==> src/hdl/gpt_params.svh <==
// Purpose: constants of the general purpose timer set
// Assumes: included by the package and the top module
// Notes:   word offsets, control bit positions, prescale limits, reset values
`ifndef GPT_PARAMS_SVH
`define GPT_PARAMS_SVH

`define GPT_NUM_TMR      5
`define GPT_ADDR_W       8
// register map, one window of four words per timer
`define GPT_OFS_CTRL     2'h0
`define GPT_OFS_COUNT    2'h1
`define GPT_OFS_PERIOD   2'h2
`define GPT_STATUS_IDX   3'h5
`define GPT_STATUS_OFS   2'h0
// control bit positions
`define GPT_B_RUN        15
`define GPT_B_IDLE       13
`define GPT_B_GATE       6
`define GPT_B_PS_HI      5
`define GPT_B_PS_LO      4
`define GPT_B_JOIN       3
`define GPT_B_SYNC       2
`define GPT_B_SRC        1
// writable bits per timer kind, other bits read as zero
`define GPT_MASK_PRIM    16'hA076
`define GPT_MASK_LOWER   16'hA07A
`define GPT_MASK_UPPER   16'hA072
// prescaler terminal counts for 1:1, 1:8, 1:64, 1:256
`define GPT_PS_LIM_1     8'h00
`define GPT_PS_LIM_8     8'h07
`define GPT_PS_LIM_64    8'h3F
`define GPT_PS_LIM_256   8'hFF
// reset values
`define GPT_CTRL_RST     16'h0000
`define GPT_PERIOD_RST   16'hFFFF
`define GPT_COUNT_RST    16'h0000
// bus responses
`define GPT_RESP_OKAY    2'b00
`define GPT_RESP_SLVERR  2'b10

`endif

==> src/hdl/gpt_pkg.sv <==
// Purpose: types of the general purpose timer set
// Assumes: gpt_params.svh supplies the sizes
// Notes:   the whole module state is one packed struct
`include "gpt_params.svh"

package gpt_pkg;

  // primary timer operating modes, {source, gate or sync}
  typedef enum logic [1:0] {
    GPT_M_TIMER = 2'b00,
    GPT_M_GATED = 2'b01,
    GPT_M_ASYNC = 2'b10,
    GPT_M_SYNC  = 2'b11
  } gpt_mode_e;

  typedef logic [`GPT_NUM_TMR-1:0] gpt_vec_t;

  typedef struct packed {
    logic [`GPT_NUM_TMR-1:0][15:0] ctrl;     // control registers
    logic [`GPT_NUM_TMR-1:0][15:0] cnt;      // count registers
    logic [`GPT_NUM_TMR-1:0][15:0] per;      // period registers
    logic [`GPT_NUM_TMR-1:0][7:0]  psc;      // prescaler counters
    gpt_vec_t                      pin_prev; // pin one cycle ago
    gpt_vec_t                      sync1;    // level synchroniser stage 1
    gpt_vec_t                      sync2;    // level synchroniser stage 2
    gpt_vec_t                      sync3;    // stage 2 delayed, edge detect
    gpt_vec_t                      dly1;     // tick synchroniser stage 1
    gpt_vec_t                      dly2;     // tick synchroniser stage 2
    gpt_vec_t                      flag;     // sticky interrupt flags
    logic                          adc_trig; // conversion start pulse
    logic [1:0]                    dma_trig; // dma request pulses
    logic                          aw_rdy;
    logic                          w_rdy;
    logic                          aw_have;
    logic                          w_have;
    logic [`GPT_ADDR_W-1:0]        aw_addr;
    logic [31:0]                   w_data;
    logic [3:0]                    w_strb;
    logic                          bvalid;
    logic [1:0]                    bresp;
    logic                          ar_rdy;
    logic                          rvalid;
    logic [31:0]                   rdata;
    logic [1:0]                    rresp;
  } gpt_state_s;

endpackage : gpt_pkg

==> src/hdl/gpt_top.sv <==
// Purpose: five 16-bit timers, two joinable pairs, AXI4-Lite registers
// Assumes: clk is the instruction clock, pins synchronous to clk
// Notes:   timer 0 primary, 1 and 3 lower halves, 2 and 4 upper halves
//
// Summary of operation
// - primary 16-bit timer, counts 32 kHz oscillator
// - timer modes internal clock, counter modes pin
// - primary mode from source, sync, gate bits
// - primary sync bit: synchronise after prescaler
// - lower halves synchronise after prescaler
// - upper halves synchronise before prescaler
// - prescale 1:1, 1:8, 1:64, 1:256
// - run bit starts and stops timer
// - idle-stop bit halts timer in idle
// - gate bit ignored with external source
// - primary source bit selects pin rising edges
// - paired timers: timer, gated, sync counter
// - paired internal clock is oscillator over two
// - join bit forms 32-bit counter, upper msw
// - only timers one-two and three-four join
// - joined pair uses lower control, upper idle
// - joined pair flags through upper half
// - joined period: upper msw, lower lsw
// - joined count: upper msw, lower lsw
// - only timers one and two request dma
// - upper half timer two triggers conversion
`timescale 1ns/1ps
`include "gpt_params.svh"

module gpt_top
  import gpt_pkg::*;
(
  // clock and reset
  input  wire logic                   clk,
  input  wire logic                   rst,
  // count and gate pins, device state
  input  wire logic                   primary_count_pin,
  input  wire logic [3:0]             paired_count_pin,
  input  wire logic                   cpu_idle,
  // axi4-lite write address and data
  input  wire logic                   s_axi_awvalid,
  output logic                        s_axi_awready,
  input  wire logic [`GPT_ADDR_W-1:0] s_axi_awaddr,
  input  wire logic                   s_axi_wvalid,
  output logic                        s_axi_wready,
  input  wire logic [31:0]            s_axi_wdata,
  input  wire logic [3:0]             s_axi_wstrb,
  // axi4-lite write response
  output logic                        s_axi_bvalid,
  input  wire logic                   s_axi_bready,
  output logic [1:0]                  s_axi_bresp,
  // axi4-lite read
  input  wire logic                   s_axi_arvalid,
  output logic                        s_axi_arready,
  input  wire logic [`GPT_ADDR_W-1:0] s_axi_araddr,
  output logic                        s_axi_rvalid,
  input  wire logic                   s_axi_rready,
  output logic [31:0]                 s_axi_rdata,
  output logic [1:0]                  s_axi_rresp,
  // events
  output logic [`GPT_NUM_TMR-1:0]     timer_flag,
  output logic [1:0]                  dma_trigger,
  output logic                        adc_trigger
);

  gpt_state_s                   q;        // registered state
  gpt_state_s                   n;        // next state
  logic [`GPT_NUM_TMR-1:0]      pin_in;   // pin per timer
  logic [`GPT_NUM_TMR-1:0]      run_w;    // timer advances
  logic [`GPT_NUM_TMR-1:0]      ext_w;    // external source chosen
  logic [`GPT_NUM_TMR-1:0]      gated_w;  // gated accumulation active
  logic [`GPT_NUM_TMR-1:0]      raw_w;    // prescaler input pulse
  logic [`GPT_NUM_TMR-1:0]      hit_w;    // prescaler output pulse
  logic [`GPT_NUM_TMR-1:0]      tick_w;   // count pulse after sync
  logic [`GPT_NUM_TMR-1:0]      fall_w;   // gate falling edge
  logic [`GPT_NUM_TMR-1:0]      join_w;   // lower half of joined pair
  logic [`GPT_NUM_TMR-1:0][7:0] lim_w;    // prescaler terminal count
  logic [`GPT_NUM_TMR-1:0]      evt_c;    // flag set events this cycle
  logic                         wr_en;    // register write this cycle
  logic [31:0]                  rd_val;   // read mux output

  assign pin_in = {paired_count_pin, primary_count_pin};
  assign wr_en  = q.aw_have & q.w_have & ~q.bvalid;

  // per-timer decode of the effective control word
  genvar g;
  generate
    for (g = 0; g < `GPT_NUM_TMR; g++) begin : g_tmr
      localparam bit IS_LOW = (g % 2) == 1;  // lower halves 1 and 3
      localparam bit IS_UP  = (g != 0) && (g % 2) == 0;
      localparam int LO     = IS_UP ? g - 1 : g;
      localparam int HI     = IS_LOW ? g + 1 : g;
      logic [15:0] ce;      // control that governs this timer
      logic        idl;     // idle-stop bit of timer HI, governs a joined pair
      logic        joined;  // pair joined
      logic        edge_in; // external rising edge
      gpt_mode_e   mode;

      assign joined = (IS_LOW || IS_UP) ? q.ctrl[LO][`GPT_B_JOIN] : 1'b0;
      // a lone upper half obeys its own control, a joined one the lower's
      assign ce     = (IS_UP && joined) ? q.ctrl[LO] : q.ctrl[g];
      assign idl    = q.ctrl[HI][`GPT_B_IDLE];
      assign mode   = gpt_mode_e'({ce[`GPT_B_SRC],
                                   ce[`GPT_B_SRC] ? ce[`GPT_B_SYNC] : ce[`GPT_B_GATE]});
      // upper halves synchronise the pin level before the prescaler
      assign edge_in = IS_UP ? (q.sync2[g] & ~q.sync3[g])
                             : (pin_in[g] & ~q.pin_prev[g]);
      // run bit and idle-stop, upper half of a joined pair stands idle
      assign run_w[g]   = ce[`GPT_B_RUN] & ~(cpu_idle & (joined ? idl : q.ctrl[g][`GPT_B_IDLE]))
                          & ~(IS_UP && joined);
      assign ext_w[g]   = ce[`GPT_B_SRC];
      assign gated_w[g] = (mode == GPT_M_GATED);
      assign join_w[g]  = IS_LOW && joined;
      // internal source counts every instruction clock, in gated mode only while the pin is high
      assign raw_w[g]   = run_w[g] & (ext_w[g] ? edge_in
                                     : (~gated_w[g] | pin_in[g]));
      assign fall_w[g]  = run_w[g] & gated_w[g] & q.pin_prev[g] & ~pin_in[g];
      always_comb begin
        case (ce[`GPT_B_PS_HI:`GPT_B_PS_LO])
          2'b11:   lim_w[g] = `GPT_PS_LIM_256;
          2'b10:   lim_w[g] = `GPT_PS_LIM_64;
          2'b01:   lim_w[g] = `GPT_PS_LIM_8;
          default: lim_w[g] = `GPT_PS_LIM_1;
        endcase
      end
      assign hit_w[g]  = raw_w[g] & (q.psc[g] == lim_w[g]);
      // primary with sync and lower halves on an external source pass the tick through two stages
      assign tick_w[g] = (ext_w[g] && (IS_LOW || (g == 0 && mode == GPT_M_SYNC)))
                         ? q.dly2[g] & run_w[g] : hit_w[g];
    end
  endgenerate

  // merge a write into a 16-bit register under byte strobes
  function automatic logic [15:0] merge16(input logic [15:0] old,
                                          input logic [31:0] wd,
                                          input logic [3:0]  sb);
    merge16 = {sb[1] ? wd[15:8] : old[15:8], sb[0] ? wd[7:0] : old[7:0]};
  endfunction : merge16

  // writable bit mask by timer kind
  function automatic logic [15:0] ctrl_mask(input int idx);
    if (idx == 0) begin
      ctrl_mask = `GPT_MASK_PRIM;
    end else if (idx % 2 == 1) begin
      ctrl_mask = `GPT_MASK_LOWER;
    end else begin
      ctrl_mask = `GPT_MASK_UPPER;
    end
  endfunction : ctrl_mask

  // read mux, unmapped words read zero
  always_comb begin
    rd_val = 32'h0000_0000;
    if (s_axi_araddr[6:4] < 3'(`GPT_NUM_TMR)) begin
      case (s_axi_araddr[3:2])
        `GPT_OFS_CTRL:   rd_val = {16'h0000, q.ctrl[s_axi_araddr[6:4]]};
        `GPT_OFS_COUNT:  rd_val = {16'h0000, q.cnt[s_axi_araddr[6:4]]};
        `GPT_OFS_PERIOD: rd_val = {16'h0000, q.per[s_axi_araddr[6:4]]};
        default:         rd_val = 32'h0000_0000;
      endcase
    end else if (s_axi_araddr[6:4] == `GPT_STATUS_IDX
                 && s_axi_araddr[3:2] == `GPT_STATUS_OFS) begin
      rd_val = {27'h000_0000, q.flag};
    end
  end

  // next state: bus handshakes, prescalers, counters, flags
  always_comb begin
    logic [31:0] c32;   // joined count
    logic [31:0] p32;   // joined period
    logic [2:0]  widx;  // written timer index
    logic        wmap;  // write hits a register
    c32   = 32'h0000_0000;
    p32   = 32'h0000_0000;
    widx  = q.aw_addr[6:4];
    wmap  = 1'b0;
    n     = q;
    evt_c = '0;
    // write address and data are taken in either order
    if (s_axi_awvalid && q.aw_rdy) begin
      n.aw_addr = s_axi_awaddr;
      n.aw_have = 1'b1;
      n.aw_rdy  = 1'b0;
    end
    if (s_axi_wvalid && q.w_rdy) begin
      n.w_data = s_axi_wdata;
      n.w_strb = s_axi_wstrb;
      n.w_have = 1'b1;
      n.w_rdy  = 1'b0;
    end
    if (q.bvalid && s_axi_bready) begin
      n.bvalid = 1'b0;
      n.aw_rdy = 1'b1;
      n.w_rdy  = 1'b1;
    end
    // read answered one cycle after the address is taken
    if (s_axi_arvalid && q.ar_rdy) begin
      n.rdata  = rd_val;
      n.rresp  = (s_axi_araddr[6:4] < `GPT_STATUS_IDX && s_axi_araddr[3:2] != 2'h3) ||
                 (s_axi_araddr[6:4] == `GPT_STATUS_IDX && s_axi_araddr[3:2] == `GPT_STATUS_OFS)
                 ? `GPT_RESP_OKAY : `GPT_RESP_SLVERR;
      n.rvalid = 1'b1;
      n.ar_rdy = 1'b0;
    end else if (q.rvalid && s_axi_rready) begin
      n.rvalid = 1'b0;
      n.ar_rdy = 1'b1;
    end
    // pin sampling and synchroniser stages
    n.pin_prev = pin_in;
    n.sync1    = pin_in;
    n.sync2    = q.sync1;
    n.sync3    = q.sync2;
    n.dly1     = hit_w;
    n.dly2     = q.dly1;
    for (int i = 0; i < `GPT_NUM_TMR; i++) begin
      // prescaler divides the selected input
      if (raw_w[i]) begin
        n.psc[i] = hit_w[i] ? 8'h00 : q.psc[i] + 8'h01;
      end
      if (fall_w[i]) begin
        evt_c[join_w[i] ? i + 1 : i] = 1'b1;
      end
      if (tick_w[i] && join_w[i]) begin
        // joined pair counts as one 32-bit value
        c32 = {q.cnt[i+1], q.cnt[i]};
        p32 = {q.per[i+1], q.per[i]};
        if (c32 == p32) begin
          c32 = 32'h0000_0000;
          evt_c[i+1] = 1'b1;
        end else begin
          c32 = c32 + 32'h0000_0001;
        end
        n.cnt[i+1] = c32[31:16];
        n.cnt[i]   = c32[15:0];
      end else if (tick_w[i]) begin
        if (q.cnt[i] == q.per[i]) begin
          n.cnt[i] = `GPT_COUNT_RST;
          evt_c[i] = 1'b1;
        end else begin
          n.cnt[i] = q.cnt[i] + 16'h0001;
        end
      end
    end
    // register write, software count write clears the prescaler
    if (wr_en) begin
      n.bvalid  = 1'b1;
      n.aw_have = 1'b0;
      n.w_have  = 1'b0;
      for (int i = 0; i < `GPT_NUM_TMR; i++) begin
        if (widx == 3'(i)) begin
          case (q.aw_addr[3:2])
            `GPT_OFS_CTRL: begin
              n.ctrl[i] = merge16(q.ctrl[i], q.w_data, q.w_strb) & ctrl_mask(i);
              wmap      = 1'b1;
            end
            `GPT_OFS_COUNT: begin
              n.cnt[i] = merge16(q.cnt[i], q.w_data, q.w_strb);
              n.psc[i] = 8'h00;
              wmap     = 1'b1;
            end
            `GPT_OFS_PERIOD: begin
              n.per[i] = merge16(q.per[i], q.w_data, q.w_strb);
              wmap     = 1'b1;
            end
            default: wmap = 1'b0;
          endcase
        end
      end
      if (widx == `GPT_STATUS_IDX && q.aw_addr[3:2] == `GPT_STATUS_OFS) begin
        wmap = 1'b1;
        if (q.w_strb[0]) begin
          n.flag = q.flag & ~q.w_data[`GPT_NUM_TMR-1:0];                // write one clears
        end
      end
      n.bresp = wmap ? `GPT_RESP_OKAY : `GPT_RESP_SLVERR;
    end
    // a set in the same cycle as a clear wins
    n.flag     = n.flag | evt_c;
    n.dma_trig = {evt_c[2], evt_c[1]};
    n.adc_trig = evt_c[2];
  end

  // state register
  always_ff @(posedge clk) begin
    if (rst) begin
      q        <= '0;
      q.per    <= {`GPT_NUM_TMR{`GPT_PERIOD_RST}};
      q.aw_rdy <= 1'b1;
      q.w_rdy  <= 1'b1;
      q.ar_rdy <= 1'b1;
    end else begin
      q <= n;
    end
  end

  // outputs straight from the state register
  assign s_axi_awready = q.aw_rdy;
  assign s_axi_wready  = q.w_rdy;
  assign s_axi_bvalid  = q.bvalid;
  assign s_axi_bresp   = q.bresp;
  assign s_axi_arready = q.ar_rdy;
  assign s_axi_rvalid  = q.rvalid;
  assign s_axi_rdata   = q.rdata;
  assign s_axi_rresp   = q.rresp;
  assign timer_flag    = q.flag;
  assign dma_trigger   = q.dma_trig;
  assign adc_trigger   = q.adc_trig;
endmodule : gpt_top
==> config.mk <==
export PLATFORM = sky130hd
export DESIGN_NAME = gpt_top
export DESIGN_NICKNAME = d
export VERILOG_FILES = /design/src/hdl/gpt_pkg.sv /design/src/hdl/gpt_top.sv
export VERILOG_INCLUDE_DIRS = /design/src /design/src/hdl
export SDC_FILE = /design/constraint.sdc
export NUM_CORES = 1
export LEC_CHECK = 0
export BUFFER_PORTS_ARGS = -buffer_cell sky130_fd_sc_hd__buf_2
export CELL_PAD_IN_SITES_DETAIL_PLACEMENT = 1
export CELL_PAD_IN_SITES_GLOBAL_PLACEMENT = 2
export CORE_MARGIN = 10
export CORE_UTILIZATION = 25
export DETAILED_ROUTE_END_ITERATION = 7
export PLACE_DENSITY = 0.57
export SYNTH_ARGS = -nofsm -noshare
export SYNTH_HDL_FRONTEND = slang
export SYNTH_SLANG_ARGS = --single-unit
==> constraint.sdc <==
create_clock -name clk -period 5.8 [get_ports clk]
set_input_delay 0.29 -clock clk [delete_from_list [all_inputs] [get_ports clk]]
set_output_delay 0.29 -clock clk [all_outputs]
set_load 0.01 [all_outputs]
# ---- Yosys cells after proc, flatten, opt, wreduce, memory -nomap -nowiden
# Cells that the tools add are included.
# Widths: inputs -> output; s select.
dict set report totals {
  regBits 379
  latchBits 0
  mem_bits_rw 0
  rom_bits 0
  inputBits 65
  output_inout_bits 49
  wordCells 412
  memories 0
}
dict set report op_classes {
  n_addsub 12
  n_mul 0
  div_mod_pow 0
  order_cmp 6
  n_eq_ne 54
  n_shift 0
  n_mux 167
  bitwise 85
  n_reduce_logical 37
}
# op n
set op_table {}
lappend op_table {{$mux 16} 52}
lappend op_table {{$mux 8} 42}
lappend op_table {{$mux 200} 1}
lappend op_table {{$bmux 16 s3} 3}
lappend op_table {{$pmux 8 s3} 5}
lappend op_table {{$mux 32} 3}
lappend op_table {{$add 16x1->16 const B} 5}
lappend op_table {{$and 16x16->16} 5}
lappend op_table {{$eq 16x16->1} 5}
lappend op_table {{$add 32x1->32 const B} 2}
lappend op_table {{$eq 32x32->1} 2}
lappend op_table {{$pmux 16 s3} 1}
lappend op_table {{$and 1x1->1} 47}
lappend op_table {{$mux 1} 43}
lappend op_table {{$add 8x1->8 const B} 5}
lappend op_table {{$eq 8x8->1} 5}
lappend op_table {{$ne 4x4->1 const B} 10}
lappend op_table {{$reduce_and 4->1} 10}
lappend op_table {{$mux 5} 7}
lappend op_table {{$eq 2x2->1 const B} 13}
lappend op_table {{$eq 2x1->1 const B} 12}
lappend op_table {{$not 1->1} 23}
lappend op_table {{$or 5x5->5} 3}
lappend op_table {{$reduce_and 3->1} 5}
lappend op_table {{22 further kinds} 52}

# ---- Depth between registers and ports, before layout
dict set report depth {
  depth_word 26
  mapped_depth 10
  ltp_nobuf 8
}

# ---- Worst setup path after synthesis
# Ideal clock, no wire load.
dict set report synth_timing {
  path_type {register to register}
  from {reg q (netlist bit g_tmr[1].ce[3])}
  to {reg q[284] in the netlist's numbering}
  setup_time_ns 0.122
  arrival_time_ns 2.182
  required_time_ns 5.678
  slack_ns 3.496
  stages_incl_launch_ff 9
  n_path_buf 1
  synth_period_minus_slack_ns 2.304
  cell_sequence {dfxtp_1 > mux2_4 > or4_1 > a22oi_2 > a41oi_1 > o21ai_2 > buf_6 > a211oi_1 > a311o_1}
}
dict set report synth_via {
  elab_chain_len 13
  elab_cells_between_ends 30
  cone_classes {5 x eq/ne; 11 x mux; 13 x bitwise; 1 x reduce/logical}
}
# item line_no
set synth_lines {}
lappend synth_lines {{start, declared} gpt_top.sv:66} ;# gpt_state_s q;
lappend synth_lines {{start signal, assigned} gpt_top.sv:292} ;# q <= n;
lappend synth_lines {{$mux 1} gpt_top.sv:109} ;# assign run_w[g] = ce[`GPT_B_RUN] & ~(cpu_idle & (joined ? idl : q.ctrl[g][`GPT_B_IDLE]))
lappend synth_lines {{$and 1x1->1} gpt_top.sv:109}
lappend synth_lines {{$not 1->1} gpt_top.sv:109}
lappend synth_lines {{$and 1x1->1} gpt_top.sv:109}
lappend synth_lines {{$and 1x1->1} gpt_top.sv:115} ;# assign raw_w[g] = run_w[g] & (ext_w[g] ? edge_in
lappend synth_lines {{$and 1x1->1} gpt_top.sv:126} ;# assign hit_w[g] = raw_w[g] & (q.psc[g] == lim_w[g]);
lappend synth_lines {{$mux 1} gpt_top.sv:129} ;# ? q.dly2[g] & run_w[g] : hit_w[g];
lappend synth_lines {{$logic_and 1x1->1} gpt_top.sv:223} ;# if (tick_w[i] && join_w[i]) begin
lappend synth_lines {{$mux 16} gpt_top.sv:223}
lappend synth_lines {{$mux 16 *} gpt_top.sv:235} ;# end else if (tick_w[i]) begin
lappend synth_lines {{$mux 16} gpt_top.sv:251} ;# case (q.aw_addr[3:2])
lappend synth_lines {{$mux 16} gpt_top.sv:250} ;# if (widx == 3'(i)) begin
lappend synth_lines {{$mux 200 *} gpt_top.sv:245} ;# if (wr_en) begin
# Every way passes the cells marked *; elsewhere a longest branch is shown, timed or not.
# A chain may end at the register's enable or synchronous reset.

# ---- Worst setup path after layout
dict set report layout_timing {
  from {reg q (netlist bit g_tmr[1].ce[3])}
  to {reg q (netlist bit timer_flag[1])}
}
dict set report layout_via {
  elab_chain_len 16
  elab_cells_between_ends 28
  cone_classes {2 x order compare; 12 x mux; 12 x bitwise; 2 x reduce/logical}
}
# item line_no
set layout_lines {}
lappend layout_lines {{parallel branches: the longest is 10 deep, another holds $lt 2x4->1} -}
lappend layout_lines {{$mux 1 *} gpt_top.sv:223}
lappend layout_lines {{$mux 3 *} gpt_top.sv:220} ;# if (fall_w[i]) begin
lappend layout_lines {{$or 5x5->5 (no line)} -}
lappend layout_lines {{$mux 5 * (2 in a row)} gpt_top.sv:220}
lappend layout_lines {{$or 5x5->5 *} gpt_top.sv:278} ;# n.flag = n.flag | evt_c;
# Mark *: on every way between the ends.

==> results.py <==
metrics = {
    "outcome": {
        "status": "completed",
    },
    "placement": {
        "io_buffers": 71,
        "hpwl_um": 58960,
        "finalWeightedCongestion": 0.8494,
        "placed_area_um2": 18530,
    },
    "final_layout": {
        "fin_nets": 2325,
        "nFillCells": 8337,
        "utilization": 0.2889,
        "register_area_um2": 6067,
        "postLayoutCellArea_um2": 20160,
        "multiInputGateArea_um2": 10500,
        "area_growth_pct": 14.83,
        "drive_gt1_frac": 0.09829,
    },
    "timing": {
        "holdWs_ns": 0.05190,
        "tns_ns": 0,
        "tightest_slew_ns": 1.102,
        "clock_skew_ns": 0.01509,
        "rsz0062_at_grt": "no",
        "fin_crit_sh": 0.5929,
        "period_minus_slack_ns": 3.439,
        "final-setup-viol-count": 0,
        "clock.fmax_mhz": 290.8,
        "hold_viol": 0,
        "report.final.slew_viol_count": 0,
        "timing.slew.headroom": 0.2626,
    },
    "floorplanning": {
        "dieHeight_um": 285.0,
        "die_area_um2": 81240,
        "core.rowCount": 97,
        "core_region_area_um2": 69790,
        "die_x_um": 285.0,
        "ios": 114,
        "start_util": 0.2516,
    },
    "drt": {
        "drt_wl_total_um": 81330,
        "vias": 17270,
        "dr_wl_met2_um": 37020,
        "wl_per_cell_um": 25.26,
        "wl_met1_um": 37590,
        "highest_layer": "met4",
        "final_antenna_net_count": 0,
        "dr.first_iter.drc_count": 1146,
        "avgViaCountPerCell": 5.365,
        "wl_met3_um": 4296,
        "drc": 0,
        "drt_pre_antenna_iters": 5,
    },
    "logic_synthesis": {
        "synth_area_um2": 17560,
        "synth_warnings": 0,
        "synth-compound-area-share": 0.2021,
        "synth_top_area_frac": 0.3454,
        "ys_seq_elements": 303,
        "async_reset_ff_frac": 0,
        "syn-mean-instance-area_um2": 7.839,
        "synth_cell_types": 100,
        "synth_edf_count": 0,
        "synthSimpleGateAreaFrac": 0.2631,
        "synthCells": 2240,
        "yosys-top-cells-area": "dfxtp_1, nand2_1, mux2i_1",
        "synth_flop_cell": "dfxtp_1",
        "synth_top_cell_by_area": "dfxtp_1",
        "synth_mux_area_frac": 0.06128,
        "yosysSeqAreaShare": 0.3454,
        "synth_xor_area_frac": 0.05936,
        "yosys.area_share.adder": 0.007126,
        "synth_top_family_by_area": "simple AND/OR/NAND/NOR gates",
    },
    "pwr": {
        "p_clk_frac": 0.503,
        "leakage_uw": 0.007300,
        "power.density_nw_per_um2": 252.8,
        "irDropWorstVdd_mv": 0.1995,
        "switching_share": 0.2672,
        "power_uw": 5097,
        "switchingPower_uw": 1362,
        "seqPwrFrac": 0.420,
        "pwr-share-comb": 0.077,
        "intPower_uw": 3735,
    },
    "cts": {
        "post_cts_buffers": 0,
        "cts.clk_slew.worst_paths_ns": 0.06,
        "clockRootBuffer": "clkbuf_16",
        "cts.sinks": 303,
        "clockBufferDepth": 3,
        "cts_buffers": 41,
        "post_cts_resized": 0,
        "tritoncts": "done",
        "insertion_delay_ns": 0.59,
        "cts_hold_buffers": 31,
        "htreeDepth": 2,
    },
    "setup_path": {
        "start_kind": "flip-flop",
        "path_buf_inv": 0,
        "end_kind": "flip-flop",
        "crit_family": "simple AND/OR/NAND/NOR gates",
        "critPathKind": "reg -> reg",
        "critPathMaxFanout": 14,
        "worstPathCellList": "mux2i_1 -> o21a_1 -> a31oi_2 -> nor2_2 -> a22oi_1 -> nor3_1 -> a31o_2",
        "worst_ep_arrival_time_ns": 3.97,
        "crit_required_ns": 6.33,
        "cpPeakStageDelay_ns": 0.66,
        "slowest_stage": "nor3_1",
    },
    "global_route": {
        "grt_max_degree": 62,
        "grt_pass1_wl_um": 120000,
        "grt_overflow_total": 0,
        "grt_pass1_vias": 17520,
        "antenna_found_initial": 4,
        "grt_usage": 0.1943,
    },
    "job": {
        "drv_cap": 0,
    },
    "min_path": {
        "hold_class": "in -> reg",
    },
}
## layout by cell type (no fill, tap or decap), types with 17 or more instances in the layout
| master | n |
|---|---|
| o221ai_1 | 26 |
| nand2_1 | 381 |
| nor4_1 | 34 |
| buf_4 | 42 |
| conb_1 | 18 |
| o21ai_0 | 81 |
| nand4_1 | 40 |
| o31ai_1 | 17 |
| a211oi_1 | 22 |
| a21boi_0 | 19 |
| xor2_1 | 96 |
| nor2b_1 | 25 |
| o22ai_1 | 39 |
| nand3_1 | 175 |
| buf_2 | 69 |
| mux2i_1 | 88 |
| inv_1 | 34 |
| dfxtp_1 | 302 |
| and3_1 | 41 |
| clkbuf_16 | 41 |
| nor2_1 | 136 |
| a31oi_1 | 21 |
| dlygate4sd3_1 | 31 |
| a21oi_1 | 128 |
| a22oi_1 | 19 |
| nor3_1 | 32 |
| xnor2_1 | 23 |
## worst register-to-register path, stage by stage, from the launching register on
cell and delay [ns]:
dfxtp_1 0.36, mux2i_1 0.59, o21a_1 0.32, a31oi_2 0.23, nor2_2 0.66, a22oi_1 0.37
nor3_1 0.66, a31o_2 0.19
## worst paths after layout
check                  endpoint  depth (start not counted)  slack, ns      startpoint
setup / recovery  timer_flag[1]                          7       2.36  g_tmr[1].ce[3]
hold / removal    s_axi_awready                          2       0.05   s_axi_awvalid
setup reg to reg  timer_flag[1]                          7       2.36  g_tmr[1].ce[3]
hold reg to reg          q[107]                          2       0.43          n[107]
## state kept, by name, indices dropped and copies added (netlist names)
signal and cells:
s_axi_rresp 1, s_axi_rvalid 1, s_axi_rdata 16, s_axi_arready 1, s_axi_bresp 1, adc_trigger 1, s_axi_bvalid 1, s_axi_awready 1
q 240, g_tmr.ce 21, timer_flag 5, g_tmr.idl 2, n 10, s_axi_wready 1, dma_trigger 1
## layout make-up
cell class                      count  share of cell area
Timing Repair Buffer              142             0.04815
Clock buffer                       64             0.05963
Clock inverter                      8            0.005771
Tap cell                          940             0.05833
Inverter                           35            0.006578
Antenna cell                        1           0.0001241
Sequential cell                   303              0.3009
Multi-Input combinational cell   1727              0.5205
## power groups by stage
stage	Clock [µW]	Sequential, µW	Combinational [µW]
after CTS	2630	2140	393
final	2560	2140	394
after detailed placement	0	2190	376
after global routing	2710	2140	421
after floorplan	0	2170	234
after global placement	0	2180	373
## per-stage QoR
stage | setup WS, ns | instances
CTS | 2.500 | 3219
floorplan | 3.496 | 2257
finish | 2.361 | 3220
global route | 2.198 | 3219
global placement | 2.554 | 3116
detailed placement | 2.529 | 3116
## routing by layer
metal | up-vias | global-route usage
li1 | 8069 | -
met1 | 8733 | 0.2589
met2 | 384 | 0.3134
met3 | 88 | 0.03603
met4 | 0 | 0.06132
met5 | - | 0
## kinds of logic after synthesis
family | Yosys count
fa+ha+maj | 10
xor+xnor | 119
simple gates | 968
other cells | 1
flops | 303
buf+inv | 227
compound gates | 513
mux | 99
## cells in the mapped netlist, types with 26 or more instances
cell type / number
nand3_1: 175
nand2_1: 381
clkbuf_1: 101
dfxtp_1: 303
o221ai_1: 26
inv_1: 35
a21oi_1: 128
nor3_1: 32
xor2_1: 96
o21ai_0: 81
nand4_1: 40
nor4_1: 36
buf_2: 26
and3_1: 41
o22ai_1: 39
nor2_1: 137
mux2i_1: 88
buf_4: 46
Power figures use the tool's default switching activity.
